## config.mk

```make
export PLATFORM = sky130hd
export DESIGN_NAME = vwtc_top
export DESIGN_NICKNAME = d
export VERILOG_FILES = /design/src/hdl/vwtc_pkg.sv /design/src/hdl/vwtc_top.sv
export VERILOG_INCLUDE_DIRS = /design/src /design/src/hdl
export SDC_FILE = /design/constraint.sdc
export NUM_CORES = 1
export LEC_CHECK = 0
export ABC_AREA = 1
export ABC_CLOCK_PERIOD_IN_PS = 4800
export BUFFER_PORTS_ARGS = -buffer_cell sky130_fd_sc_hd__buf_2
export CORE_UTILIZATION = 32
export CTS_CLUSTER_DIAMETER = 30
export DETAILED_ROUTE_END_ITERATION = 7
export PLACE_DENSITY = 0.53
export SLEW_MARGIN = 20
export SYNTH_ARGS = -nofsm -noshare
export SYNTH_HDL_FRONTEND = slang
export SYNTH_SLANG_ARGS = --single-unit
export TNS_END_PERCENT = 50
```

## constraint.sdc

```tcl
create_clock -name i_mclk -period 4.8 [get_ports i_mclk]
set_clock_uncertainty 0.15 [all_clocks]
set_input_delay 0.48 -clock i_mclk [delete_from_list [all_inputs] [get_ports i_mclk]]
set_output_delay 0.48 -clock i_mclk [all_outputs]
set_load 0.02 [all_outputs]
```

## src/hdl/vwtc_consts.svh

```systemverilog
// Constants of the VBI window and timing control bank.
// Assumes inclusion by bare name from hdl/.
`ifndef VWTC_CONSTS_SVH
`define VWTC_CONSTS_SVH
// Register indices; byte address is four times the index
`define VWTC_IDX_EVEN_FIRST 12'h0134
`define VWTC_IDX_EVEN_LAST 12'h0135
`define VWTC_IDX_ODD_FIRST 12'h0136
`define VWTC_IDX_ODD_LAST 12'h0137
`define VWTC_IDX_WIN_CTRL 12'h0138
`define VWTC_IDX_SLICE_SIZE 12'h0139
`define VWTC_IDX_TIMING_CTRL 12'h0140
`define VWTC_IDX_STATE_RPT 12'h0141
// Reset values
`define VWTC_RST_EVEN_FIRST 12'h0110
`define VWTC_RST_EVEN_LAST 12'h011b
`define VWTC_RST_ODD_FIRST 12'h000a
`define VWTC_RST_ODD_LAST 12'h0015
`define VWTC_RST_WIN_CTRL 12'h0000
`define VWTC_RST_SLICE_SIZE 12'h0000
`define VWTC_RST_TIMING_CTRL 12'h0060
// Window control fields
`define VWTC_WC_ENABLE 0
`define VWTC_WC_SLICED 1
`define VWTC_WC_BLANK 2
`define VWTC_WC_LATCH 11
// Timing control fields
`define VWTC_TC_SCAN 1
`define VWTC_TC_ACTIVE_VIDEO_QUALIFIER_PROG 2
`define VWTC_TC_WIN_ONE 5
`define VWTC_TC_WIN_TWO 6
`define VWTC_TC_ACTIVE_VIDEO_QUALIFIER_OFF 7
`define VWTC_TC_OEF_OFF 8
`define VWTC_TC_DECIM 10
`define VWTC_TC_TIMING 11
// Sliced package default size and raw sample count
`define VWTC_SLICE_DEFAULT 12'h0040
`define VWTC_RAW_SAMPLES 12'h0474
`endif

```

## src/hdl/vwtc_pkg.sv

```systemverilog
// Types of the VBI window and timing control bank.
// Assumes vwtc_consts.svh for all numeric values.
package vwtc_pkg;
  // One field's window bounds
  typedef struct packed {
    logic [11:0] first;
    logic [11:0] last;
  } vwtc_win_t;
  // Window mode bits in force
  typedef struct packed {
    logic enable;
    logic sliced;
    logic blank;
  } vwtc_mode_t;
  // Video timing inputs from the decoder
  typedef struct packed {
    logic [11:0] line_num;
    logic field_odd;
    logic field_start;
    logic active_video;
  } vwtc_vid_t;
  // Whole state of the bank
  typedef struct packed {
    vwtc_win_t sh_even;
    vwtc_win_t sh_odd;
    logic [11:0] win_ctrl;
    logic [11:0] slice_size;
    logic [11:0] tim_ctrl;
    vwtc_win_t act_even;
    vwtc_win_t act_odd;
    vwtc_mode_t act_mode;
    logic act_scan;
    logic act_active_video_qualifier_prog;
    logic prev_field_in;
    logic field_out;
    logic in_window;
    logic qualifier;
    logic sliced_out;
    logic decim_pulse;
    logic [11:0] pkg_len;
    logic pready;
    logic pslverr;
    logic [31:0] prdata;
  } vwtc_state_t;
endpackage : vwtc_pkg

```

## src/hdl/vwtc_top.sv

```systemverilog
// VBI window and timing control register bank with APB slave.
// Assumes a decoder that supplies line number, field and qualifier
// synchronous to i_mclk, and an APB master on the same clock.
//
// Overview of operation
// - Even-field first window line, frame-relative, resets to 272.
// - Even-field last window line, frame-relative, resets to 283.
// - Odd-field first window line resets to 10.
// - Odd-field last window line resets to 21.
// - Window acts only while window enable bit 0 is set.
// - Mode bit: 0 raw 1140 samples, 1 sliced 64-byte packages.
// - Ident bit: 0 qualifier active in window, 1 suppressed.
// - Window settings apply when update latch bit 11 written; bounds also on control bits 5 and 6.
// - Slice size 0 means 64; register resets to 0.
// - Control bit 1: 0 open timing mode, 1 scan mode.
// - Control bit 2: qualifier length from window or programmable.
// - Window latch bits 5 and 6 latch, self-clear, reset to 1.
// - General disable bit 7 suppresses the qualifier entirely.
// - Filter on: field follows input toggle, flips itself when input does not toggle; off: follow input.
// - Decimation frame count updates only on bit 10 write; self-clears.
// - Timing mode applies only on bit 11 write; self-clears.
// - Report word shows timing mode in force on bits 1 and 2.
`include "vwtc_consts.svh"
`timescale 1ns/100ps
`default_nettype none

module vwtc_top #(
  parameter int LINE_W = 12
) (
  input wire logic i_mclk,
  input wire logic i_sys_rst,
  input wire logic i_ce,
  input wire logic i_psel,
  input wire logic i_penable,
  input wire logic i_pwrite,
  input wire logic [15:0] i_paddr,
  input wire logic [31:0] i_pwdata,
  input wire vwtc_pkg::vwtc_vid_t i_vid,
  output logic o_pready,
  output logic o_pslverr,
  output logic [31:0] o_prdata,
  output logic o_in_vbi_window,
  output logic o_vbi_sliced,
  output logic [11:0] o_vbi_pkg_len,
  output logic o_active_video_qualifier,
  output logic o_field_odd,
  output logic o_scan_mode,
  output logic o_active_video_qualifier_prog_len,
  output logic o_decim_latch
);
  import vwtc_pkg::*;

  // Line counters are held at the documented register width
  initial begin
    if (LINE_W != 12) begin
      $error("vwtc_top: LINE_W must be 12");
    end
  end

  // Map a byte address to a register index
  function automatic logic [11:0] idx_of(input logic [15:0] a);
    idx_of = a[13:2];
  endfunction : idx_of

  // True for any index the bank answers without an error
  function automatic logic mapped(input logic [11:0] i);
    mapped = (i >= `VWTC_IDX_EVEN_FIRST && i <= `VWTC_IDX_SLICE_SIZE) ||
             i == `VWTC_IDX_TIMING_CTRL || i == `VWTC_IDX_STATE_RPT;
  endfunction : mapped

  // Inclusive range test against one field's bounds
  function automatic logic in_range(input logic [11:0] n,
                                    input vwtc_win_t w);
    in_range = (n >= w.first) && (n <= w.last);
  endfunction : in_range

  vwtc_state_t s_reg;
  vwtc_state_t s_next;
  logic [11:0] idx;
  logic wr_now;
  logic setup;
  logic [11:0] wd;
  logic [11:0] rd;
  logic hit;
  logic q_next;

  // Decode of the current APB request
  assign idx = idx_of(i_paddr);
  assign setup = i_psel && !i_penable;
  // Write lands at the access edge where pready is seen high
  assign wr_now = i_psel && i_penable && s_reg.pready &&
                  i_pwrite && mapped(idx);
  assign wd = i_pwdata[11:0];

  // Read multiplexer; the report word shows latched timing modes
  always_comb begin
    rd = 12'h0000;
    unique case (idx)
      `VWTC_IDX_EVEN_FIRST: rd = s_reg.sh_even.first;
      `VWTC_IDX_EVEN_LAST: rd = s_reg.sh_even.last;
      `VWTC_IDX_ODD_FIRST: rd = s_reg.sh_odd.first;
      `VWTC_IDX_ODD_LAST: rd = s_reg.sh_odd.last;
      `VWTC_IDX_WIN_CTRL: rd = s_reg.win_ctrl;
      `VWTC_IDX_SLICE_SIZE: rd = s_reg.slice_size;
      `VWTC_IDX_TIMING_CTRL: rd = s_reg.tim_ctrl;
      `VWTC_IDX_STATE_RPT: begin
        rd[`VWTC_TC_SCAN] = s_reg.act_scan;
        rd[`VWTC_TC_ACTIVE_VIDEO_QUALIFIER_PROG] = s_reg.act_active_video_qualifier_prog;
      end
      default: rd = 12'h0000;
    endcase
  end

  // Window hit for the current field using settings in force
  always_comb begin
    hit = s_reg.field_out ?
          in_range(i_vid.line_num, s_reg.act_odd) :
          in_range(i_vid.line_num, s_reg.act_even);
    hit = hit && s_reg.act_mode.enable;
  end

  // Qualifier: general disable beats window blanking
  always_comb begin
    q_next = i_vid.active_video;
    if (hit && s_reg.act_mode.blank) begin
      q_next = 1'b0;
    end
    if (s_reg.tim_ctrl[`VWTC_TC_ACTIVE_VIDEO_QUALIFIER_OFF]) begin
      q_next = 1'b0;
    end
  end

  // Next-state logic for the whole bank
  always_comb begin
    s_next = s_reg;
    s_next.decim_pulse = 1'b0;

    // Self-clearing latch bits act one cycle after being set
    if (s_reg.win_ctrl[`VWTC_WC_LATCH]) begin
      s_next.act_even = s_reg.sh_even;
      s_next.act_odd = s_reg.sh_odd;
      s_next.act_mode.enable = s_reg.win_ctrl[`VWTC_WC_ENABLE];
      s_next.act_mode.sliced = s_reg.win_ctrl[`VWTC_WC_SLICED];
      s_next.act_mode.blank = s_reg.win_ctrl[`VWTC_WC_BLANK];
      s_next.win_ctrl[`VWTC_WC_LATCH] = 1'b0;
    end
    if (s_reg.tim_ctrl[`VWTC_TC_WIN_ONE]) begin
      s_next.act_even = s_reg.sh_even;
      s_next.tim_ctrl[`VWTC_TC_WIN_ONE] = 1'b0;
    end
    if (s_reg.tim_ctrl[`VWTC_TC_WIN_TWO]) begin
      s_next.act_odd = s_reg.sh_odd;
      s_next.tim_ctrl[`VWTC_TC_WIN_TWO] = 1'b0;
    end
    if (s_reg.tim_ctrl[`VWTC_TC_DECIM]) begin
      s_next.decim_pulse = 1'b1;
      s_next.tim_ctrl[`VWTC_TC_DECIM] = 1'b0;
    end
    if (s_reg.tim_ctrl[`VWTC_TC_TIMING]) begin
      s_next.act_scan = s_reg.tim_ctrl[`VWTC_TC_SCAN];
      s_next.act_active_video_qualifier_prog = s_reg.tim_ctrl[`VWTC_TC_ACTIVE_VIDEO_QUALIFIER_PROG];
      s_next.tim_ctrl[`VWTC_TC_TIMING] = 1'b0;
    end

    // Register writes come last so a new latch request is never lost
    if (wr_now) begin
      unique case (idx)
        `VWTC_IDX_EVEN_FIRST: s_next.sh_even.first = wd;
        `VWTC_IDX_EVEN_LAST: s_next.sh_even.last = wd;
        `VWTC_IDX_ODD_FIRST: s_next.sh_odd.first = wd;
        `VWTC_IDX_ODD_LAST: s_next.sh_odd.last = wd;
        `VWTC_IDX_WIN_CTRL: s_next.win_ctrl = wd;
        `VWTC_IDX_SLICE_SIZE: s_next.slice_size = wd;
        `VWTC_IDX_TIMING_CTRL: s_next.tim_ctrl = wd;
        default: s_next.win_ctrl = s_next.win_ctrl; // Report is read-only
      endcase
    end

    // Field identity filter, evaluated at each field start
    if (i_vid.field_start) begin
      s_next.prev_field_in = i_vid.field_odd;
      if (s_reg.tim_ctrl[`VWTC_TC_OEF_OFF]) begin
        s_next.field_out = i_vid.field_odd;
      end else if (i_vid.field_odd != s_reg.prev_field_in) begin
        s_next.field_out = i_vid.field_odd;
      end else begin
        // Input stuck: freewheel so fields keep alternating
        s_next.field_out = ~s_reg.field_out;
      end
    end

    // Output stage, all registered
    s_next.in_window = hit;
    s_next.qualifier = q_next;
    s_next.sliced_out = s_reg.act_mode.sliced;
    // Raw passes the full sample count; sliced uses the package size
    if (!s_reg.act_mode.sliced) begin
      s_next.pkg_len = `VWTC_RAW_SAMPLES;
    end else if (s_reg.slice_size == 12'h0000) begin
      s_next.pkg_len = `VWTC_SLICE_DEFAULT;
    end else begin
      s_next.pkg_len = s_reg.slice_size;
    end

    // APB answer: data sampled in setup, ready for one access cycle
    s_next.pready = setup;
    s_next.pslverr = setup && !mapped(idx);
    if (setup) begin
      s_next.prdata = {20'h0_0000, rd};
    end
  end

  // State register with synchronous reset and clock enable
  always_ff @(posedge i_mclk) begin
    if (i_sys_rst) begin
      s_reg <= '0;
      s_reg.sh_even.first <= `VWTC_RST_EVEN_FIRST;
      s_reg.sh_even.last <= `VWTC_RST_EVEN_LAST;
      s_reg.sh_odd.first <= `VWTC_RST_ODD_FIRST;
      s_reg.sh_odd.last <= `VWTC_RST_ODD_LAST;
      s_reg.act_even.first <= `VWTC_RST_EVEN_FIRST;
      s_reg.act_even.last <= `VWTC_RST_EVEN_LAST;
      s_reg.act_odd.first <= `VWTC_RST_ODD_FIRST;
      s_reg.act_odd.last <= `VWTC_RST_ODD_LAST;
      s_reg.win_ctrl <= `VWTC_RST_WIN_CTRL;
      s_reg.slice_size <= `VWTC_RST_SLICE_SIZE;
      s_reg.tim_ctrl <= `VWTC_RST_TIMING_CTRL;
      s_reg.pkg_len <= `VWTC_RAW_SAMPLES;
    end else if (i_ce) begin
      s_reg <= s_next;
    end
  end

  // Outputs straight from the state register
  assign o_pready = s_reg.pready;
  assign o_pslverr = s_reg.pslverr;
  assign o_prdata = s_reg.prdata;
  assign o_in_vbi_window = s_reg.in_window;
  assign o_vbi_sliced = s_reg.sliced_out;
  assign o_vbi_pkg_len = s_reg.pkg_len;
  assign o_active_video_qualifier = s_reg.qualifier;
  assign o_field_odd = s_reg.field_out;
  assign o_scan_mode = s_reg.act_scan;
  assign o_active_video_qualifier_prog_len = s_reg.act_active_video_qualifier_prog;
  assign o_decim_latch = s_reg.decim_pulse;
endmodule : vwtc_top

`default_nettype wire
```

==> out/metrics.yaml, run 1 <==
route:
  wl_um: 23300
  drt-pass1-iter-count: 5
  ant_nets: 0
  wl_per_cell_um: 15.6
  viasPerCell: 4.79
  drt_iter0_drc: 444
  dr_total_vias: 7167
  remaining_drc_errors: 0
floorplan:
  fp.coreArea_sq_mm: 0.0260
  start_util: 0.324
  die_h_um: 164
  dieArea_sq_mm: 0.0270
  die_x_um: 164
  num_io_pins: 122
  rows: 59
clock_tree:
  post_cts_resized: 0
  cts_max_level: 4
  clk_path_buf_depth: 2
  worstSkewPairLatency_ns: 0.43
  cts_tree: "yes"
  post_cts_buffers: 0
  cts_root_buffer: "clkbuf_16"
  numCtsBuffers: 17
  clk_pin_slew_ns: 0.06
  postCtsHoldBufs: 0
  clkSinkCount: 169
finish:
  final_cells: 1495
  drive_gt1_frac: 0.126
  area_growth_pct: 10.7
  n_fill_cell: 2794
  seqCellArea_sq_mm: 0.00338
  antenna_cells: 0
  final_util: 0.359
  multi_input_area_sq_mm: 0.00389
  largest_reg_flops: 135
  num-nets-final: 1265
place:
  globalplace.congestion: 0.841
  portBuffers: 77
  dpl.hpwl_um: 17100
  dp.cells: 1464
sta:
  drv_slew: 0
  slew_headroom: 0.387
  finalHoldViolCount: 0
  period_minus_slack_ns: 2.93
  tns_ns: 0
  rsz0062_at_grt: "false"
  max_freq_ghz: 0.341
  worstMarginPinSlew_ns: 0.916
  setup_violations: 0
  fin_crit_sh: 0.611
  whs_ns: 0.233
pwr:
  seqPwrFrac: 0.460
  internal_power_w: 0.00233
  power_switching_share: 0.260
  ir_drop_mv: 0.182
  powerDensity_mw_per_mm2: 337
  p_clk_frac: 0.445
  power.switching_w: 0.000819
  p_leak_nw: 3.96
  pwr-share-comb: 0.094
critical_path:
  rrSetupSlack_ns: 2.65
  end_kind: "register"
  rr_worst_depth: 6
  criticalPathCategory: "in -> reg"
  start_kind: "input port"
  worstPathArrival_ns: 3.07
  cp_max_fo: 24
  timing.rr.start: "o_pready$_SDFFE_PP0P_"
  timing.rr.end: "s_reg[121]$_SDFFE_PP0P_"
  crit_required_ns: 4.94
yosys:
  synth.avg_cell_area_sq_um: 7.49
  ys_types: 35
  syn_area_sq_mm: 0.00843
  yosysWarnings: 0
  synth_cells: 1125
  synth_seq_area_share: 0.401
  ys_ff_latch: 169
worst_hold_path:
  holdPathEnd: "s_reg[51]$_SDFFE_PP0P_"
  hold_path_depth: 3
  hp-start: "i_vid[2]"
  hold_path.class: "in -> reg"
job:
  drv_cap: 0
status:
  status: "finished clean"
global_routing:
  antenna_found_initial: 0
  overflow: 0
  grt_pass1_wl_um: 36500
  grt_max_degree: 87
  grt_use_total: 0.179
  grt_pass1_vias: 6605
[cell usage after synthesis, drive strengths merged]
master | instances | share of area
nand2 | 178 | 0.081
a21oi | 170 | 0.10
dfxtp | 169 | 0.40
inv | 163 | 0.073
o21ai | 134 | 0.080
buf | 65 | 0.058
nor2 | 54 | 0.026
ha | 48 | 0.071
nand3 | 33 | 0.028
clkbuf | 32 | 0.014
o22ai | 28 | 0.021
nand4 | 17 | 0.013
o211ai | 14 | 0.019
nor3 | 10 | 0.0077
clkinv | 2 | 0.00089
nor4 | 2 | 0.0015
o21a | 2 | 0.0018
a21o | 1 | 0.00089
conb | 1 | 0.00044
o21bai | 1 | 0.00089
o32ai | 1 | 0.0010
[final cells by class]
type	count	share of cell area
timing repair buffer	82	0.0453
tap	335	0.0449
clock inverter	12	0.0152
clock buffer	19	0.0486
multi-input combinational	713	0.417
sequential	169	0.363
inverter	165	0.0665
[kinds of logic (layout without fill, tap and decap cells)]
logic type	count (synthesis)	after routing	synth area share
compound gates	351	351	0.225
fa+ha+maj	48	48	0.0712
buf+inv	262	278	0.146
flops	169	169	0.401
other cells	1	20	0.000445
simple gates	294	294	0.156
[power by group through the flow]
stage | clock network, W | logic [W] | registers (W)
floorplan | 0 | 0.000206 | 0.00148
global placement | 0 | 0.000294 | 0.00148
detailed placement | 0 | 0.000298 | 0.00148
CTS | 0.00143 | 0.000300 | 0.00145
global route | 0.00149 | 0.000340 | 0.00145
finish | 0.00140 | 0.000297 | 0.00145
[through the flow]
step	area [sq um]	setup WS [ns]	power, W
global placement	8730	1.46	0.00177
global route	9330	1.48	0.00328
floorplan	8500	2.78	0.00168
finish	9330	1.87	0.00314
CTS	9330	1.86	0.00317
detailed placement	8730	1.40	0.00178
[worst max-delay path by stage]
stage,start,to
after CTS,i_paddr[12],s_reg[121]$_SDFFE_PP0P_
after global placement,i_paddr[12],s_reg[130]$_SDFFE_PP0P_
after floorplan,i_paddr[12],s_reg[185]$_SDFFE_PP1P_
final,i_paddr[12],s_reg[121]$_SDFFE_PP0P_
after global routing,i_paddr[13],s_reg[129]$_SDFFE_PP0P_
after detailed placement,i_paddr[12],s_reg[121]$_SDFFE_PP0P_
[placed cells by master (no fill, tap or decap), drive strengths merged]
master / instances
a21o: 1
a21oi: 170
buf: 82
bufinv: 2
clkbuf: 19
clkinv: 5
clkinvlp: 4
conb: 20
dfxtp: 169
ha: 48
inv: 166
nand2: 178
nand3: 33
nand4: 17
nor2: 54
nor3: 10
nor4: 2
o211ai: 14
o21a: 2
o21ai: 134
o21bai: 1
o22ai: 28
o32ai: 1
[critical path, stage by stage]
cell and delay, ns:
buf_2 0.09, inv_1 0.04, nand2_1 0.06, nor2_2 0.12, nand2_2 0.11, inv_2 0.30
nand2_1 0.35, nand2_1 0.18, nand2_2 0.09, nand2_4 0.19, nand3_1 0.58, o21ai_0 0.40
a21oi_1 0.06
[routing by layer]
layer | track usage | routed length [um] | vias to the layer above
li1 | - | - | 3708
met1 | 0.250 | 11500 | 3293
met3 | 0.0343 | 1040 | 24
met5 | 0 | 0 | -
met4 | 0.0505 | 370 | 0
met2 | 0.279 | 10400 | 142
No activity file was read; power rests on OpenSTA's default activity.
==> run 2: changes to the inputs <==
Settings changed: ABC_CLOCK_PERIOD_IN_PS 4800 to 2600, PLACE_DENSITY 0.53 to 0.54.
Clock period 4.8 ns to 2.6 ns, I/O delays scaled along.
==> out/metrics.yaml, run 2 (synthesis gave the netlist of run 1 again) <==
status:
  status: "finished clean"  # unchanged
route:
  dr_total_vias: 7265  # was 7167
  wl_um: 23600  # was 23300 um
  remaining_drc_errors: 0  # unchanged
  viasPerCell: 4.80  # was 4.79
  drt-pass1-iter-count: 5  # unchanged
  wl_per_cell_um: 15.6  # about the same
  drt_iter0_drc: 470  # was 444
  ant_nets: 0  # unchanged
global_routing:
  use_met1: 0.252  # was 0.250
  grt_pass1_wl_um: 36600  # was 36500 um
  overflow: 0  # unchanged
  met2_usage: 0.283  # was 0.279
  grt_use_total: 0.181  # was 0.179
  antenna_found_initial: 0  # unchanged
  grt.busiest_layer: "met2"  # unchanged
  grt_use_met3: 0.0303  # was 0.0343
  grt_max_degree: 75  # was 87
  grt_pass1_vias: 6528  # was 6605
finish:
  layout_common_cells: "175 x nand2_1, 170 x a21oi_1, 169 x dfxtp_1, 158 x inv_1, 106 x o21ai_0"  # was 174 x nand2_1, 170 x a21oi_1, 169 x dfxtp_1, 158 x inv_1, 106 x o21ai_0
  multi_input_area_sq_mm: 0.00389  # about the same
  drive_gt1_frac: 0.137  # was 0.126
  num-nets-final: 1283  # was 1265
  largest_reg_flops: 135  # unchanged
  n_fill_cell: 2778  # was 2794
  seqCellArea_sq_mm: 0.00338  # unchanged
  antenna_cells: 0  # unchanged
  area_growth_pct: 12.2  # was 10.7%
  final_util: 0.364  # was 0.359
  final_common_cell: "nand2_1"  # unchanged
clock_tree:
  numCtsBuffers: 17  # unchanged
  clk_pin_slew_ns: 0.07  # was 0.06 ns
  cts_tree: "yes"  # unchanged
  cts_max_level: 4  # unchanged
  worstSkewPairLatency_ns: 0.44  # was 0.43 ns
  cts_root_buffer: "clkbuf_16"  # unchanged
  clkSinkCount: 169  # unchanged
  post_cts_resized: 0  # unchanged
  clk_path_buf_depth: 2  # unchanged
floorplan:
  die_h_um: 164  # unchanged
  start_util: 0.324  # unchanged
  num_io_pins: 122  # unchanged
  dieArea_sq_mm: 0.0270  # unchanged
  rows: 59  # unchanged
  die_x_um: 164  # unchanged
  fp.coreArea_sq_mm: 0.0260  # unchanged
critical_path:
  end_kind: "register"  # unchanged
  crit_required_ns: 2.75  # was 4.94 ns
  criticalPathCategory: "reg -> reg"  # was in -> reg
  cp_max_fo: 2  # was 24
  start_kind: "register"  # was input port
  worstPathArrival_ns: 2.20  # was 3.07 ns
sta:
  period_minus_slack_ns: 2.05
  finalHoldViolCount: 0  # unchanged
  whs_ns: 0.00709  # was 0.233 ns
  max_freq_ghz: 0.488
  rsz0062_at_grt: "false"  # unchanged
  setup_violations: 0  # unchanged
  drv_slew: 0  # unchanged
  fin_crit_sh: 0.789
  tns_ns: 0  # unchanged
pwr:
  p_clk_frac: 0.440  # was 0.445
  internal_power_w: 0.00424  # was 0.00233 W
  ir_drop_mv: 0.378  # was 0.182 mV
  pwr-share-comb: 0.097  # was 0.094
  seqPwrFrac: 0.463  # was 0.460
  powerDensity_mw_per_mm2: 610  # was 337 mW/mm^2
  p_leak_nw: 4.05  # was 3.96 nW
  power.switching_w: 0.00153  # was 0.000819 W
  power_w: 0.00577  # was 0.00314 W
  power_switching_share: 0.266  # was 0.260
worst_hold_path:
  hold_path.class: "in -> reg"  # unchanged
place:
  dpl.hpwl_um: 17200  # was 17100 um
  globalplace.congestion: 0.799  # was 0.841
  portBuffers: 77  # unchanged
job:
  drv_cap: 0  # unchanged
run 2: layer usage:
layer	share of wire	routed length [um]	vias up
li1	-	-	3745
met1	0.49	11600	3349
met2	0.45	10600	149
met3	0.041	970	22
met4	0.014	320	0
met5	0	0	-
run 2: power groups by stage:
stage / Sequential, W / Combinational, W / Clock [W]
floorplan: 0.00273 / 0.000381 / 0
global placement: 0.00273 / 0.000551 / 0
detailed placement: 0.00273 / 0.000561 / 0
CTS: 0.00267 / 0.000566 / 0.00258
global route: 0.00268 / 0.000640 / 0.00268
finish: 0.00267 / 0.000559 / 0.00254
run 2: worst paths after layout:
kind | startpoint | to | slack (ns) | depth (start not counted)
max | s_reg[87]$_SDFFE_PP0P_ | o_active_video_qualifier$_SDFFE_PP0P_ | 0.55 | 11
min | i_vid[2] | s_reg[51]$_SDFFE_PP0P_ | 0.007 | 3
max reg2reg | s_reg[87]$_SDFFE_PP0P_ | o_active_video_qualifier$_SDFFE_PP0P_ | 0.55 | 11
min reg2reg | s_reg[136]$_SDFFE_PP0P_ | s_reg[136]$_SDFFE_PP0P_ | 0.30 | 2
run 2: metrics by stage:
stage	std cells	cell area [sq um]	setup slack (ns)
2_1_floorplan	1144	8500	0.804
3_3_place_gp	1481	8870	0.223
3_5_place_dp	1481	8870	0.181
4_1_cts	1514	9460	0.552
5_1_grt	1514	9460	0.376
6_report	1514	9460	0.550
run 2: area by class of cell:
class | instances | area share
multi-input combinational | 713 | 0.411
sequential | 169 | 0.358
inverter | 165 | 0.0656
timing repair buffer | 100 | 0.0606
clock buffer | 21 | 0.0497
tap | 335 | 0.0443
clock inverter | 11 | 0.0115
run 2: critical path, cell delays in order (launching register included):
cell and delay (ns):
dfxtp_1 0.33, inv_1 0.06, ha_1 0.29, nand4_1 0.20, nor2_1 0.19, nand4_1 0.09
nand2_1 0.10, nand2_1 0.13, nand2_1 0.12, nand4_1 0.11, nand2_1 0.07, a21oi_1 0.05
run 2: repair_timing:
action / CTS / global route
hold buffers: 1 / 0
endpoints found under the hold margin: 1 / 0
setup endpoints to repair: 0 / 0
setup buffers: 0 / 0
